## src/logic/ishc_pkg.sv

```systemverilog
// Purpose: Shared constants for the interrupt stack and halt control block
// Assumes: One 250 MHz clock, Avalon-MM register access, 32-bit words
// Notes:   Register offsets are byte addresses of aligned words
package ishc_pkg;

  // ==========================================================
  // Widths and clock
  localparam int SW     = 8;
  localparam int DW     = 7;
  localparam int AW     = 5;
  localparam int CLK_NS = 4;

  // ==========================================================
  // Register map
  localparam logic [AW-1:0] REG_SUMMARY = 5'h00;
  localparam logic [AW-1:0] REG_STATUS  = 5'h04;
  localparam logic [AW-1:0] REG_ENABLE  = 5'h08;
  localparam logic [AW-1:0] REG_CTRL    = 5'h0c;

  // ==========================================================
  // Field positions
  localparam int SUM_SCSI   = 0;
  localparam int SUM_DMA    = 1;
  localparam int SUM_IRQ    = 2;
  localparam int SUM_HALT   = 3;
  localparam int STAT_DMA   = 8;
  localparam int STAT_DFE   = 15;
  localparam int CTRL_CLF   = 0;
  localparam int CTRL_FLF   = 1;
  localparam int CTRL_TGT   = 2;
  localparam int CTRL_GAP   = 8;

  // ==========================================================
  // Condition codes and reset values
  localparam int ARB_DONE_BIT = 0;
  localparam int SELECTED_BIT = 1;
  localparam int ATTN_BIT     = 2;
  localparam logic [SW-1:0] NONFATAL_INIT = 8'h03;
  localparam logic [SW-1:0] NONFATAL_TGT  = 8'h07;
  localparam logic [SW-1:0] SCSI_EN_RST   = 8'h00;
  localparam logic [DW-1:0] DMA_EN_RST    = 7'h00;
  localparam logic [7:0]    GAP_CLKS_RST  = 8'h08;

  typedef enum logic [2:0] {
    HS_RUN   = 3'b001,
    HS_DRAIN = 3'b010,
    HS_HALT  = 3'b100
  } ishc_halt_t;

endpackage

```

## src/logic/ishc_top.sv

```systemverilog
// Purpose: Interrupt posting, stacking, request line and orderly halt
// Assumes: Engine status inputs are synchronous to clk
// Notes:   Status reads clear only the bits that were returned
`timescale 1ns/1ps

// Contract
// While a pending flag is set, new conditions go into the hidden level.
// With both levels full, further conditions add bits to the hidden level.
// Clearing read drops request for a gap, promotes stacked bits, reasserts.
// Masked non-fatal posts status only; no flag, no request, no stacking.
// After masked non-fatal, later conditions post directly; old bit stays.
// Simultaneous conditions before a flag is set all post to first level.
// After DMA condition, SCSI posting waits for empty DMA FIFO.
// Host clears or flushes FIFOs after DMA condition when FIFO not empty.
// Fetch in progress completes unless faulted; fetched instruction not run.
// SCSI condition during memory write flushes DMA FIFO; else bus cycle only.
// Finish begun REQ/ACK handshake and outstanding synchronous offset first.
// A started transfer-control instruction runs to completion before halt.
// Phase-conditional jump or call loads its target into script pointer.
// Host reads summary first, then the status register flagged pending.
// Both pending: one 16-bit read, or byte reads ten clocks apart.
// Host services both classes, DMA before SCSI.
// Polling host re-reads summary before leaving its routine.
// Masked fatal still halts and sets flag, but request stays off.
// Only arbitration-done, selected, and target attention are non-fatal.
// DMA FIFO empty bit is pure status, never interrupts, never cleared.
// Clearing an enable after request assertion does not drop request.
// Request gap before presenting stacked conditions is configurable.
module ishc_top
  import ishc_pkg::*;
(
  input  wire logic                 clk,
  input  wire logic                 rstn,
  input  wire logic [ishc_pkg::AW-1:0] avs_address,
  input  wire logic                 avs_read,
  input  wire logic                 avs_write,
  input  wire logic [3:0]           avs_byteenable,
  input  wire logic [31:0]          avs_writedata,
  output logic      [31:0]          avs_readdata,
  output logic                      avs_waitrequest,
  input  wire logic [ishc_pkg::SW-1:0] scsi_cond_in,
  input  wire logic [ishc_pkg::DW-1:0] dma_cond_in,
  input  wire logic                 dma_fifo_empty,
  input  wire logic                 dma_dir_write,
  input  wire logic                 fetch_active,
  input  wire logic                 fetch_fault,
  input  wire logic                 bus_cycle_active,
  input  wire logic                 reqack_busy,
  input  wire logic                 sync_offset_pending,
  input  wire logic                 xfer_ctrl_exec,
  input  wire logic                 phase_jump,
  input  wire logic [31:0]          jump_target,
  input  wire logic                 engine_start,
  output logic                      irq_n,
  output logic                      engine_halt_req,
  output logic                      engine_halted,
  output logic                      dma_flush_req,
  output logic                      clear_fifos_pulse,
  output logic                      flush_fifo_pulse,
  output logic                      ptr_load,
  output logic      [31:0]          ptr_value
);
  import ishc_pkg::*;

  logic [SW-1:0] scsi_int_enable_reg;
  logic [DW-1:0] dma_int_enable_reg;
  logic          tgt_mode;
  logic [7:0]    gap_cfg;
  logic [7:0]    gap_cnt;
  logic          gap_busy;
  logic          gap_start;
  logic          promote;
  logic          stack;
  logic          lock;
  logic [SW-1:0] held;
  logic [SW-1:0] s_ev;
  logic [SW-1:0] gen_s;
  logic [SW-1:0] first_s;
  logic [DW-1:0] first_d;
  logic          scsi_pending_flag;
  logic          dma_pending_flag;
  logic          stk_s;
  logic          stk_d;
  logic          raise_s;
  logic          raise_d;
  logic          req;
  logic          acc;
  logic          cap;
  logic [31:0]   next_rdata;
  logic [SW-1:0] snap_s;
  logic [DW-1:0] snap_d;
  logic          snap_ps;
  logic          snap_pd;
  logic [SW-1:0] clr_s;
  logic [DW-1:0] clr_d;
  logic          clr_ps;
  logic          clr_pd;
  logic          wr_ctrl;
  logic          trig;
  logic          trig_scsi;
  logic          drain_ok;
  logic          flush_mode;
  ishc_halt_t    st;
  ishc_halt_t    next_st;

  // ==========================================================
  // Avalon slave: one wait cycle, data ready when waitrequest drops
  assign req = avs_read | avs_write;
  assign acc = req & !avs_waitrequest;
  assign cap = avs_read & avs_waitrequest;

  always_ff @(posedge clk or negedge rstn) begin
    if (!rstn) begin
      avs_waitrequest <= 1'b1;
    end else begin
      avs_waitrequest <= !(req && avs_waitrequest);
    end
  end

  always_comb begin
    next_rdata = 32'h0;
    case (avs_address)
      REG_SUMMARY: begin
        next_rdata[SUM_SCSI] = scsi_pending_flag;
        next_rdata[SUM_DMA]  = dma_pending_flag;
        next_rdata[SUM_IRQ]  = !irq_n;
        next_rdata[SUM_HALT] = engine_halted;
      end
      REG_STATUS: begin
        next_rdata[SW-1:0]                = first_s;
        next_rdata[STAT_DMA +: DW]        = first_d;
        next_rdata[STAT_DFE]              = dma_fifo_empty;
      end
      REG_ENABLE: begin
        next_rdata[SW-1:0]         = scsi_int_enable_reg;
        next_rdata[STAT_DMA +: DW] = dma_int_enable_reg;
      end
      REG_CTRL: begin
        next_rdata[CTRL_TGT]     = tgt_mode;
        next_rdata[CTRL_GAP +: 8] = gap_cfg;
      end
      default: begin
        next_rdata = 32'h0;
      end
    endcase
  end

  always_ff @(posedge clk or negedge rstn) begin
    if (!rstn) begin
      avs_readdata <= 32'h0;
    end else if (cap) begin
      avs_readdata <= next_rdata;
    end
  end

  // Snapshot what was returned so late arrivals are not wiped
  always_ff @(posedge clk or negedge rstn) begin
    if (!rstn) begin
      snap_s  <= '0;
      snap_d  <= '0;
      snap_ps <= 1'b0;
      snap_pd <= 1'b0;
    end else if (cap) begin
      if (avs_address == REG_STATUS && avs_byteenable[0]) begin
        snap_s  <= first_s;
        snap_ps <= scsi_pending_flag;
      end else begin
        snap_s  <= '0;
        snap_ps <= 1'b0;
      end
      if (avs_address == REG_STATUS && avs_byteenable[1]) begin
        snap_d  <= first_d;
        snap_pd <= dma_pending_flag;
      end else begin
        snap_d  <= '0;
        snap_pd <= 1'b0;
      end
    end
  end

  assign clr_s  = (acc && avs_read) ? snap_s : '0;
  assign clr_d  = (acc && avs_read) ? snap_d : '0;
  assign clr_ps = acc & avs_read & snap_ps;
  assign clr_pd = acc & avs_read & snap_pd;

  // ==========================================================
  // Software-written registers
  assign wr_ctrl = acc & avs_write & (avs_address == REG_CTRL);

  always_ff @(posedge clk or negedge rstn) begin
    if (!rstn) begin
      scsi_int_enable_reg <= SCSI_EN_RST;
      dma_int_enable_reg  <= DMA_EN_RST;
    end else if (acc && avs_write && avs_address == REG_ENABLE) begin
      if (avs_byteenable[0]) begin
        scsi_int_enable_reg <= avs_writedata[SW-1:0];
      end
      if (avs_byteenable[1]) begin
        dma_int_enable_reg <= avs_writedata[STAT_DMA +: DW];
      end
    end
  end

  always_ff @(posedge clk or negedge rstn) begin
    if (!rstn) begin
      tgt_mode <= 1'b0;
      gap_cfg  <= GAP_CLKS_RST;
    end else if (wr_ctrl) begin
      if (avs_byteenable[0]) begin
        tgt_mode <= avs_writedata[CTRL_TGT];
      end
      if (avs_byteenable[1]) begin
        gap_cfg <= avs_writedata[CTRL_GAP +: 8];
      end
    end
  end

  // FIFO commands are self-clearing strobes
  always_ff @(posedge clk or negedge rstn) begin
    if (!rstn) begin
      clear_fifos_pulse <= 1'b0;
      flush_fifo_pulse  <= 1'b0;
    end else begin
      clear_fifos_pulse <= wr_ctrl & avs_byteenable[0] & avs_writedata[CTRL_CLF];
      flush_fifo_pulse  <= wr_ctrl & avs_byteenable[0] & avs_writedata[CTRL_FLF];
    end
  end

  // ==========================================================
  // SCSI lockout until the DMA FIFO drains
  always_ff @(posedge clk or negedge rstn) begin
    if (!rstn) begin
      lock <= 1'b0;
      held <= '0;
    end else begin
      lock <= (lock | (|dma_cond_in)) & !dma_fifo_empty;
      held <= lock ? (held | scsi_cond_in) : '0;
    end
  end

  assign s_ev  = lock ? '0 : (held | scsi_cond_in);
  assign gen_s = scsi_int_enable_reg | ~(tgt_mode ? NONFATAL_TGT : NONFATAL_INIT);
  assign stack = scsi_pending_flag | dma_pending_flag | gap_busy;

  // ==========================================================
  // Stack levels
  ishc_stack_level #(.W(SW)) u_scsi (
    .clk      (clk),
    .rstn     (rstn),
    .ev       (s_ev),
    .gen      (gen_s),
    .en       (scsi_int_enable_reg),
    .stack    (stack),
    .clr      (clr_s),
    .clr_pend (clr_ps),
    .promote  (promote),
    .first    (first_s),
    .pend     (scsi_pending_flag),
    .stacked  (stk_s),
    .raise    (raise_s)
  );

  // Every DMA condition is fatal, so all bits generate the flag
  ishc_stack_level #(.W(DW)) u_dma (
    .clk      (clk),
    .rstn     (rstn),
    .ev       (dma_cond_in),
    .gen      ({DW{1'b1}}),
    .en       (dma_int_enable_reg),
    .stack    (stack),
    .clr      (clr_d),
    .clr_pend (clr_pd),
    .promote  (promote),
    .first    (first_d),
    .pend     (dma_pending_flag),
    .stacked  (stk_d),
    .raise    (raise_d)
  );

  // ==========================================================
  // Request gap and promotion
  assign gap_start = (clr_ps | clr_pd) & (stk_s | stk_d) & !gap_busy;
  assign promote   = gap_busy & (gap_cnt <= 8'h01);

  always_ff @(posedge clk or negedge rstn) begin
    if (!rstn) begin
      gap_busy <= 1'b0;
      gap_cnt  <= 8'h00;
    end else if (gap_start) begin
      gap_busy <= 1'b1;
      gap_cnt  <= gap_cfg;
    end else if (promote) begin
      gap_busy <= 1'b0;
      gap_cnt  <= 8'h00;
    end else if (gap_busy) begin
      gap_cnt <= gap_cnt - 8'h01;
    end
  end

  // Enable changes never drop an asserted request
  always_ff @(posedge clk or negedge rstn) begin
    if (!rstn) begin
      irq_n <= 1'b1;
    end else if (gap_start || (gap_busy && !promote)) begin
      irq_n <= 1'b1;
    end else if (raise_s || raise_d) begin
      irq_n <= 1'b0;
    end else if (!scsi_pending_flag && !dma_pending_flag) begin
      irq_n <= 1'b1;
    end
  end

  // ==========================================================
  // Orderly halt
  assign trig_scsi = |(s_ev & gen_s);
  assign trig      = trig_scsi | (|dma_cond_in);
  assign drain_ok  = (!fetch_active || fetch_fault)
                   && !bus_cycle_active
                   && !reqack_busy && !sync_offset_pending
                   && !xfer_ctrl_exec
                   && (!flush_mode || dma_fifo_empty);

  always_comb begin
    next_st = st;
    case (st)
      HS_RUN: begin
        if (trig) begin
          next_st = HS_DRAIN;
        end
      end
      HS_DRAIN: begin
        if (drain_ok) begin
          next_st = HS_HALT;
        end
      end
      HS_HALT: begin
        if (engine_start) begin
          next_st = HS_RUN;
        end
      end
      default: begin
        next_st = HS_RUN;
      end
    endcase
  end

  always_ff @(posedge clk or negedge rstn) begin
    if (!rstn) begin
      st              <= HS_RUN;
      engine_halt_req <= 1'b0;
      engine_halted   <= 1'b0;
    end else begin
      st              <= next_st;
      engine_halt_req <= next_st != HS_RUN;
      engine_halted   <= next_st == HS_HALT;
    end
  end

  // Memory-write direction with SCSI cause keeps the FIFO draining
  always_ff @(posedge clk or negedge rstn) begin
    if (!rstn) begin
      flush_mode    <= 1'b0;
      dma_flush_req <= 1'b0;
    end else if (st == HS_RUN && trig) begin
      flush_mode    <= trig_scsi & dma_dir_write;
      dma_flush_req <= trig_scsi & dma_dir_write & !dma_fifo_empty;
    end else if (st == HS_DRAIN) begin
      dma_flush_req <= flush_mode & !dma_fifo_empty & !drain_ok;
    end else begin
      flush_mode    <= 1'b0;
      dma_flush_req <= 1'b0;
    end
  end

  always_ff @(posedge clk or negedge rstn) begin
    if (!rstn) begin
      ptr_load  <= 1'b0;
      ptr_value <= 32'h0;
    end else begin
      ptr_load <= (st == HS_DRAIN) && drain_ok && phase_jump;
      if ((st == HS_DRAIN) && drain_ok && phase_jump) begin
        ptr_value <= jump_target;
      end
    end
  end
endmodule

```

## src/logic/ishc_stack_level.sv

```systemverilog
// Purpose: Two-level condition stack for one interrupt class
// Assumes: Events and controls come from logic on the same clock
// Notes:   Clear takes a bit mask so bits posted after a read survive
`timescale 1ns/1ps
module ishc_stack_level #(
  parameter int W = 8
) (
  input  wire logic         clk,
  input  wire logic         rstn,
  input  wire logic [W-1:0] ev,
  input  wire logic [W-1:0] gen,
  input  wire logic [W-1:0] en,
  input  wire logic         stack,
  input  wire logic [W-1:0] clr,
  input  wire logic         clr_pend,
  input  wire logic         promote,
  output logic      [W-1:0] first,
  output logic              pend,
  output logic              stacked,
  output logic              raise
);
  logic [W-1:0] second;
  logic         sgen;
  logic         sen;
  logic         hit_g;
  logic         hit_e;

  assign hit_g   = |(ev & gen);
  assign hit_e   = |(ev & en);
  assign stacked = |second;
  assign raise   = promote ? (sen | hit_e) : (!stack & hit_e);

  // ==========================================================
  // Visible level; set wins over a clearing read
  always_ff @(posedge clk or negedge rstn) begin
    if (!rstn) begin
      first <= '0;
    end else if (promote) begin
      first <= (first & ~clr) | second | ev;
    end else if (!stack) begin
      first <= (first & ~clr) | ev;
    end else begin
      first <= first & ~clr;
    end
  end

  // Hidden level keeps accumulating while anything is pending
  always_ff @(posedge clk or negedge rstn) begin
    if (!rstn) begin
      second <= '0;
      sgen   <= 1'b0;
      sen    <= 1'b0;
    end else if (promote) begin
      second <= '0;
      sgen   <= 1'b0;
      sen    <= 1'b0;
    end else if (stack) begin
      second <= second | ev;
      sgen   <= sgen | hit_g;
      sen    <= sen | hit_e;
    end
  end

  always_ff @(posedge clk or negedge rstn) begin
    if (!rstn) begin
      pend <= 1'b0;
    end else if (promote) begin
      pend <= sgen | hit_g;
    end else if (clr_pend) begin
      pend <= !stack & hit_g;
    end else if (!stack && hit_g) begin
      pend <= 1'b1;
    end
  end
endmodule

```

## config.mk

```make
export PLATFORM = sky130hd
export DESIGN_NAME = ishc_top
export DESIGN_NICKNAME = d
export VERILOG_FILES = /design/src/logic/ishc_pkg.sv /design/src/logic/ishc_top.sv /design/src/logic/ishc_stack_level.sv
export SDC_FILE = /design/constraint.sdc
export NUM_CORES = 1
export LEC_CHECK = 0
export BUFFER_PORTS_ARGS = -buffer_cell sky130_fd_sc_hd__buf_4
export CAP_MARGIN = 20
export CORE_AREA = 8 8 129 131
export CTS_BUF_LIST = sky130_fd_sc_hd__clkbuf_2
export DETAILED_ROUTE_END_ITERATION = 8
export DIE_AREA = 0 0 137 139
export PLACE_DENSITY = 0.78
export SYNTH_ARGS = -nofsm -noshare
export SYNTH_HDL_FRONTEND = slang
export SYNTH_HIERARCHICAL = 1
export SYNTH_SLANG_ARGS = --single-unit
```

## constraint.sdc

```tcl
create_clock -name clk -period 2.4 [get_ports clk]
set_input_delay 0.48 -clock clk [delete_from_list [all_inputs] [get_ports clk]]
set_output_delay 0.48 -clock clk [all_outputs]
set_load 0.01 [all_outputs]
```

* After elaboration in Yosys (flattened, before gate mapping)
Cells that the tools add are included.
W data, S select, Z words.
** Storage, ports and cells
- Word-level logic and storage cells :: 206
- Register bits :: 155
** Cells by class
- Reductions and logical operators :: 55
- $add $sub $neg :: 1
- Bitwise logic cells :: 51
- $lt $le $gt $ge :: 1
- Eq/ne operators :: 9
- Muxes and demuxes :: 55
** Operator list (count)
- $mux W8 :: 11
- $or A8 B8 Y8 :: 6
- $mux W7 :: 6
- $or A7 B7 Y7 :: 4
- $mux W1 :: 27
- $and A8 B8 Y8 :: 3
- $reduce_or A8 Y1 :: 3
- $and A1 B1 Y1 :: 22
- $pmux W7 S3 :: 1
- $reduce_or A7 Y1 :: 3
- $logic_and A1 B1 Y1 :: 18
- $logic_not A1 Y1 :: 16
- $and A7 B7 Y7 :: 2
- $mux W3 :: 4
- $reduce_bool A3 Y1 :: 4
- $or A1 B1 Y1 :: 11
- $eq A5 B4 Y1 const B :: 2
- $pmux W3 S3 :: 1
- $le A8 B1 Y1 const B :: 1
- $not A3 Y8 :: 1
- $not A8 Y8 :: 1
- $pmux W4 S2 :: 1
- $reduce_and A2 Y1 :: 4
- $sub A8 B1 Y8 const B :: 1
- 14 further kinds :: 19

* Logic depth before layout (Yosys ltp)
- Depth in word-level cells :: 11
- Gate-level depth with buffers :: 10
- Depth with buffers taken out :: 9

* Modules after synthesis
Netlist, hierarchy kept.
** Modules (own cells, without submodules)
- ishc_top :: cells an instance 446, times used 1, area each 5455.2 um2, seq. area each 2982.9 um2
- ishc_stack_level at u_scsi :: cells an instance 92, times used 1, area each 889.6 um2, seq. area each 475.5 um2
- ishc_stack_level at u_dma :: cells an instance 83, times used 1, area each 777.0 um2, seq. area each 425.4 um2

* Worst setup path after synthesis
Ideal clock, no wire load.
- Path kind :: reg2reg
- Start :: register gap_cnt[4]
- End :: register irq_n
- Setup time :: 0.077 ns
- Clock period less this slack :: 2.028 ns
- Arrival :: 1.951 ns
- Stages on the path, launching flop included :: 10
- Path slack :: 0.372 ns
- Path through :: dfrtp_1 > clkbuf_1 > nor4_1 > nand4b_1 > inv_1 > buf_2 > buf_1 > a22o_1 > nor2_1 > a21o_1
** On the way
- Word-level cells in the longest chain between the ends :: 6
** Ends and longest elaborated chain
- start, declared :: line ishc_top.sv:69 : logic [7:0] gap_cnt;
- start signal, assigned :: line ishc_top.sv:291 : gap_cnt <= gap_cfg;
- start signal, assigned :: line ishc_top.sv:296 : gap_cnt <= gap_cnt - 8'h01;
- $le A8 B1 Y1 * :: line ishc_top.sv:283 : assign promote = gap_busy & (gap_cnt <= 8'h01);
- $and A1 B1 Y1 * :: line ishc_top.sv:283
- via promote :: line ishc_top.sv:72 : logic promote;
- $mux W1 * :: line ishc_stack_level.sv:31 : assign raise = promote ? (sen | hit_e) : (!stack & hit_e);
- via raise_d :: line ishc_top.sv:85 : logic raise_d;
- $logic_or A1 B1 Y1 * :: line ishc_top.sv:306 : end else if (raise_s || raise_d) begin
- $mux W1 :: line ishc_top.sv:306
- $mux W1 :: line ishc_top.sv:304 : end else if (gap_start || (gap_busy && !promote)) begin
- end signal, assigned :: line ishc_top.sv:303 : irq_n <= 1'b1;
- end signal, assigned :: line ishc_top.sv:305 : irq_n <= 1'b1;
- end signal, assigned :: line ishc_top.sv:307 : irq_n <= 1'b0;
- end, declared :: line ishc_top.sv:54 : output logic irq_n,
Mark *: on every way through the listed nets, which the timed path passes. The rest lies on a longest branch.
A chain may end at the register's enable or synchronous reset.

* Final worst setup path
- Start :: register gap_cnt[0]
- End :: register irq_n
** On the way
- Word-level cells in the longest chain between the ends :: 6
** Ends and longest elaborated chain
- $le A8 B1 Y1 * :: line ishc_top.sv:283
- $and A1 B1 Y1 * :: line ishc_top.sv:283
- via promote :: line ishc_top.sv:72
- $mux W1 * :: line ishc_stack_level.sv:31
- via raise_s :: line ishc_top.sv:84 : logic raise_s;
- $logic_or A1 B1 Y1 * :: line ishc_top.sv:306
- $mux W1 :: line ishc_top.sv:306
- $mux W1 :: line ishc_top.sv:304
Marks and branches as above.

==> results.ini <==
[status]
run_status = finished, final reports clean

[worst_setup_path]
endpoint_kind = flip-flop
max_stage_delay_ps = 500
cp_max_fo = 14
cp-start-kind = flip-flop
path_class = flip-flop to flip-flop
worst_path_max_delay_cell = dfrtp_1
arrival_ps = 2800
cp_cell_sequence = inv_1, ha_1, nor2_1, nand4b_1, inv_1, nand2b_1, a22o_1, nor2_1, a21o_1
path_buf_inv = 2
worstPathRequired_ps = 3080
crit_family = simple AND/OR/NAND/NOR gates

[floorplanning]
io_pins = 174
fp.dieH_um = 139
die_area_um2 = 19040
initial_utilization = 0.4828
die_w_um = 137
fp-row-count = 45
core-area_um2 = 14750

[global_routing]
grt_pass1_wl_mm = 31.48
grt_pass1_vias = 6198
gr-total-overflow = 0
antenna_found_initial = 1
grt_max_degree = 55
track_usage = 0.2088

[routing]
drt_pre_antenna_iters = 5
vias = 5758
via_per_inst = 5.526
drtAntennaViolNets = 0
post-route-drc-count = 0
wirelength_mm = 19.48
drtIter0Drc = 476
wl_per_cell_um = 18.70

[yosys]
ys.flop_type = dfrtp_1
ys_types = 60
synth.area.top_cells = dfrtp_1, mux2_4, mux2_2
yosysWarningCount = 6
yosysTopAreaCell = dfrtp_1
seq_area_frac_synth = 0.5453
syn_inst = 621
ys_ff_latch = 155
synth-edff-count = 0
synth_compound_area_frac = 0.1428
async_flop_share = 1.000
synthAdderAreaFrac = 0.003514
synth_simple_gate_area_share = 0.1160
synth.most_common_cell = dfrtp_1
syn_area_um2 = 7122
muxShareOfSynthArea = 0.1335
syn_area_per_cell_um2 = 11.47
synth_commonest_cells = dfrtp_1, nor2_1, mux2_2
synth_top_family_by_area = compound AO/OA/AOI/OAI gates
yosys.area_share.xor_xnor = 0.004919
yosys.area.top_type_share = 0.5306

[timing]
min_period_ps = 2115
worstMarginPinSlew_ps = 632.2
layout_setup_ws_ps = 284.8
slew_viol_final = 0
slew_headroom = 0.5767
final.setup.tns_ps = 0
clock_skew_ps = 26.45
hold_viol = 0
setup_viol = 0
timing.fmax_mhz = 472.8
rsz0062_at_grt = no
finalCritPeriodShare = 0.8813

[final_layout]
syn_to_final_growth_pct = 29.83
finalNonFillerCells = 1042
largest-register = ptr_value
largest_reg_flops = 32
drive_gt1_frac = 0.3036
nNetsFinal = 944
reg_top3 = ptr_value: 32 flops, avs_readdata: 16 flops

[clocking]
cts_buffers = 17
clkTransAtPathRegs_ps = 220
cts-root-buf = clkbuf_2
clk_latency_ps = 720
cts-htree-levels = 4
post_cts_buffers = 0
cts_tree = done
cts.sinks = 155
cts_buffer_depth = 2

[power]
power.density_nw_per_um2 = 712.6
ir_drop_v = 0.0004220
power.leakage_nw = 4.486

[place]
gp_congestion = 0.8755
place_ws_ps = 210.8
portBuffers = 139
dpl.hpwl_mm = 13.69
placed_cells = 946

[hold_path]
hold_path_class = primary input to flip-flop

[job]
max-cap-violations = 0

==> timing repair <==
action                     in CTS  in global routing
setup endpoints to repair       0                  0
hold buffers                   63                  0
hold endpoints to repair      121                  0
gates resized for setup         0                  0
==> layout make-up <==
class / instances / area [um2]
fillers: 1157 / 5505
flip-flops and latches: 155 / 3884
multi-input cells: 419 / 2959
repair buffers: 218 / 1836
well taps: 188 / 235.2
clock inverters: 13 / 126.4
inverters: 29 / 108.9
clock buffers: 19 / 95.09
diodes: 1 / 2.502
==> through the flow <==
stage | hold WS [ps] | cell area [um2] | power [W] | utilization
2_1_floorplan | 184.4 | 7219 | 0.004352 | -
3_3_place_gp | 463.4 | 8392 | 0.005016 | 0.5689
3_5_place_dp | 472.4 | 8392 | 0.005122 | 0.5689
4_1_cts | 1.711 | 9244 | 0.006612 | 0.6266
5_1_grt | 4.668 | 9246 | 0.006940 | 0.6268
6_report | 81.79 | 9246 | 0.006589 | 0.6268
==> tightest hold or removal path: stages <==
cell     delay [ps]
buf_4           140
a21oi_1          80
nor2_1           80
==> final timing paths <==
| kind | from | to | slack (ps) | cells after the start |
|---|---|---|---|---|
| setup reg to reg | gap_cnt[0] | irq_n | 280 | 9 |
| min in group asynchronous | rstn | engine_halt_req | 240 | 2 |
| hold / removal | dma_cond_in[0] | u_dma/second[0] | 80 | 3 |
| max in group asynchronous | rstn | avs_waitrequest | 1460 | 3 |
| hold reg to reg | avs_readdata[12] | avs_readdata[12] | 510 | 2 |
| setup / recovery | gap_cnt[0] | irq_n | 280 | 9 |
==> cells in the final DEF, fill, tap and decap left out, types with 21 or more instances in the layout <==
master         Yosys  routed
a21oi_1           26      26
a22o_1            25      25
a22oi_1           26      26
and2_1            21      21
buf_4             16     151
conb_1             2      28
dfrtp_1          151     151
dlygate4sd3_1      0      63
inv_1             27      27
mux2_2            34      34
mux2_4            29      29
nand2_1           23      23
nor2_1            61      61
o21ai_0           22      22
==> report_power, final <==
part	switching, W	internal [W]
combinational	0.000813	0.000954
sequential	0.000385	0.00304
clock	0.000926	0.000472
total	0.00212	0.00446
==> metal layers <==
| layer | vias up | track usage | share of wire | routed length, um |
|---|---|---|---|---|
| met5 | - | 0 | 0 | 0 |
| met4 | 0 | 0.08581 | 0.018 | 359 |
| met3 | 31 | 0.04638 | 0.048 | 942 |
| met2 | 175 | 0.3538 | 0.53 | 10410 |
| met1 | 2936 | 0.2489 | 0.40 | 7773 |
| li1 | 2616 | - | - | - |
==> logic make-up after synthesis <==
kind of cell,count (synthesis)
AND/OR/NAND/NOR,160
flip-flops,155
AO/OA/AOI/OAI,150
multiplexers,75
buffers and inverters,73
XOR/XNOR,4
adder cells (fa/ha/maj),2
other,2
No activity file was read; power rests on OpenSTA's default activity.
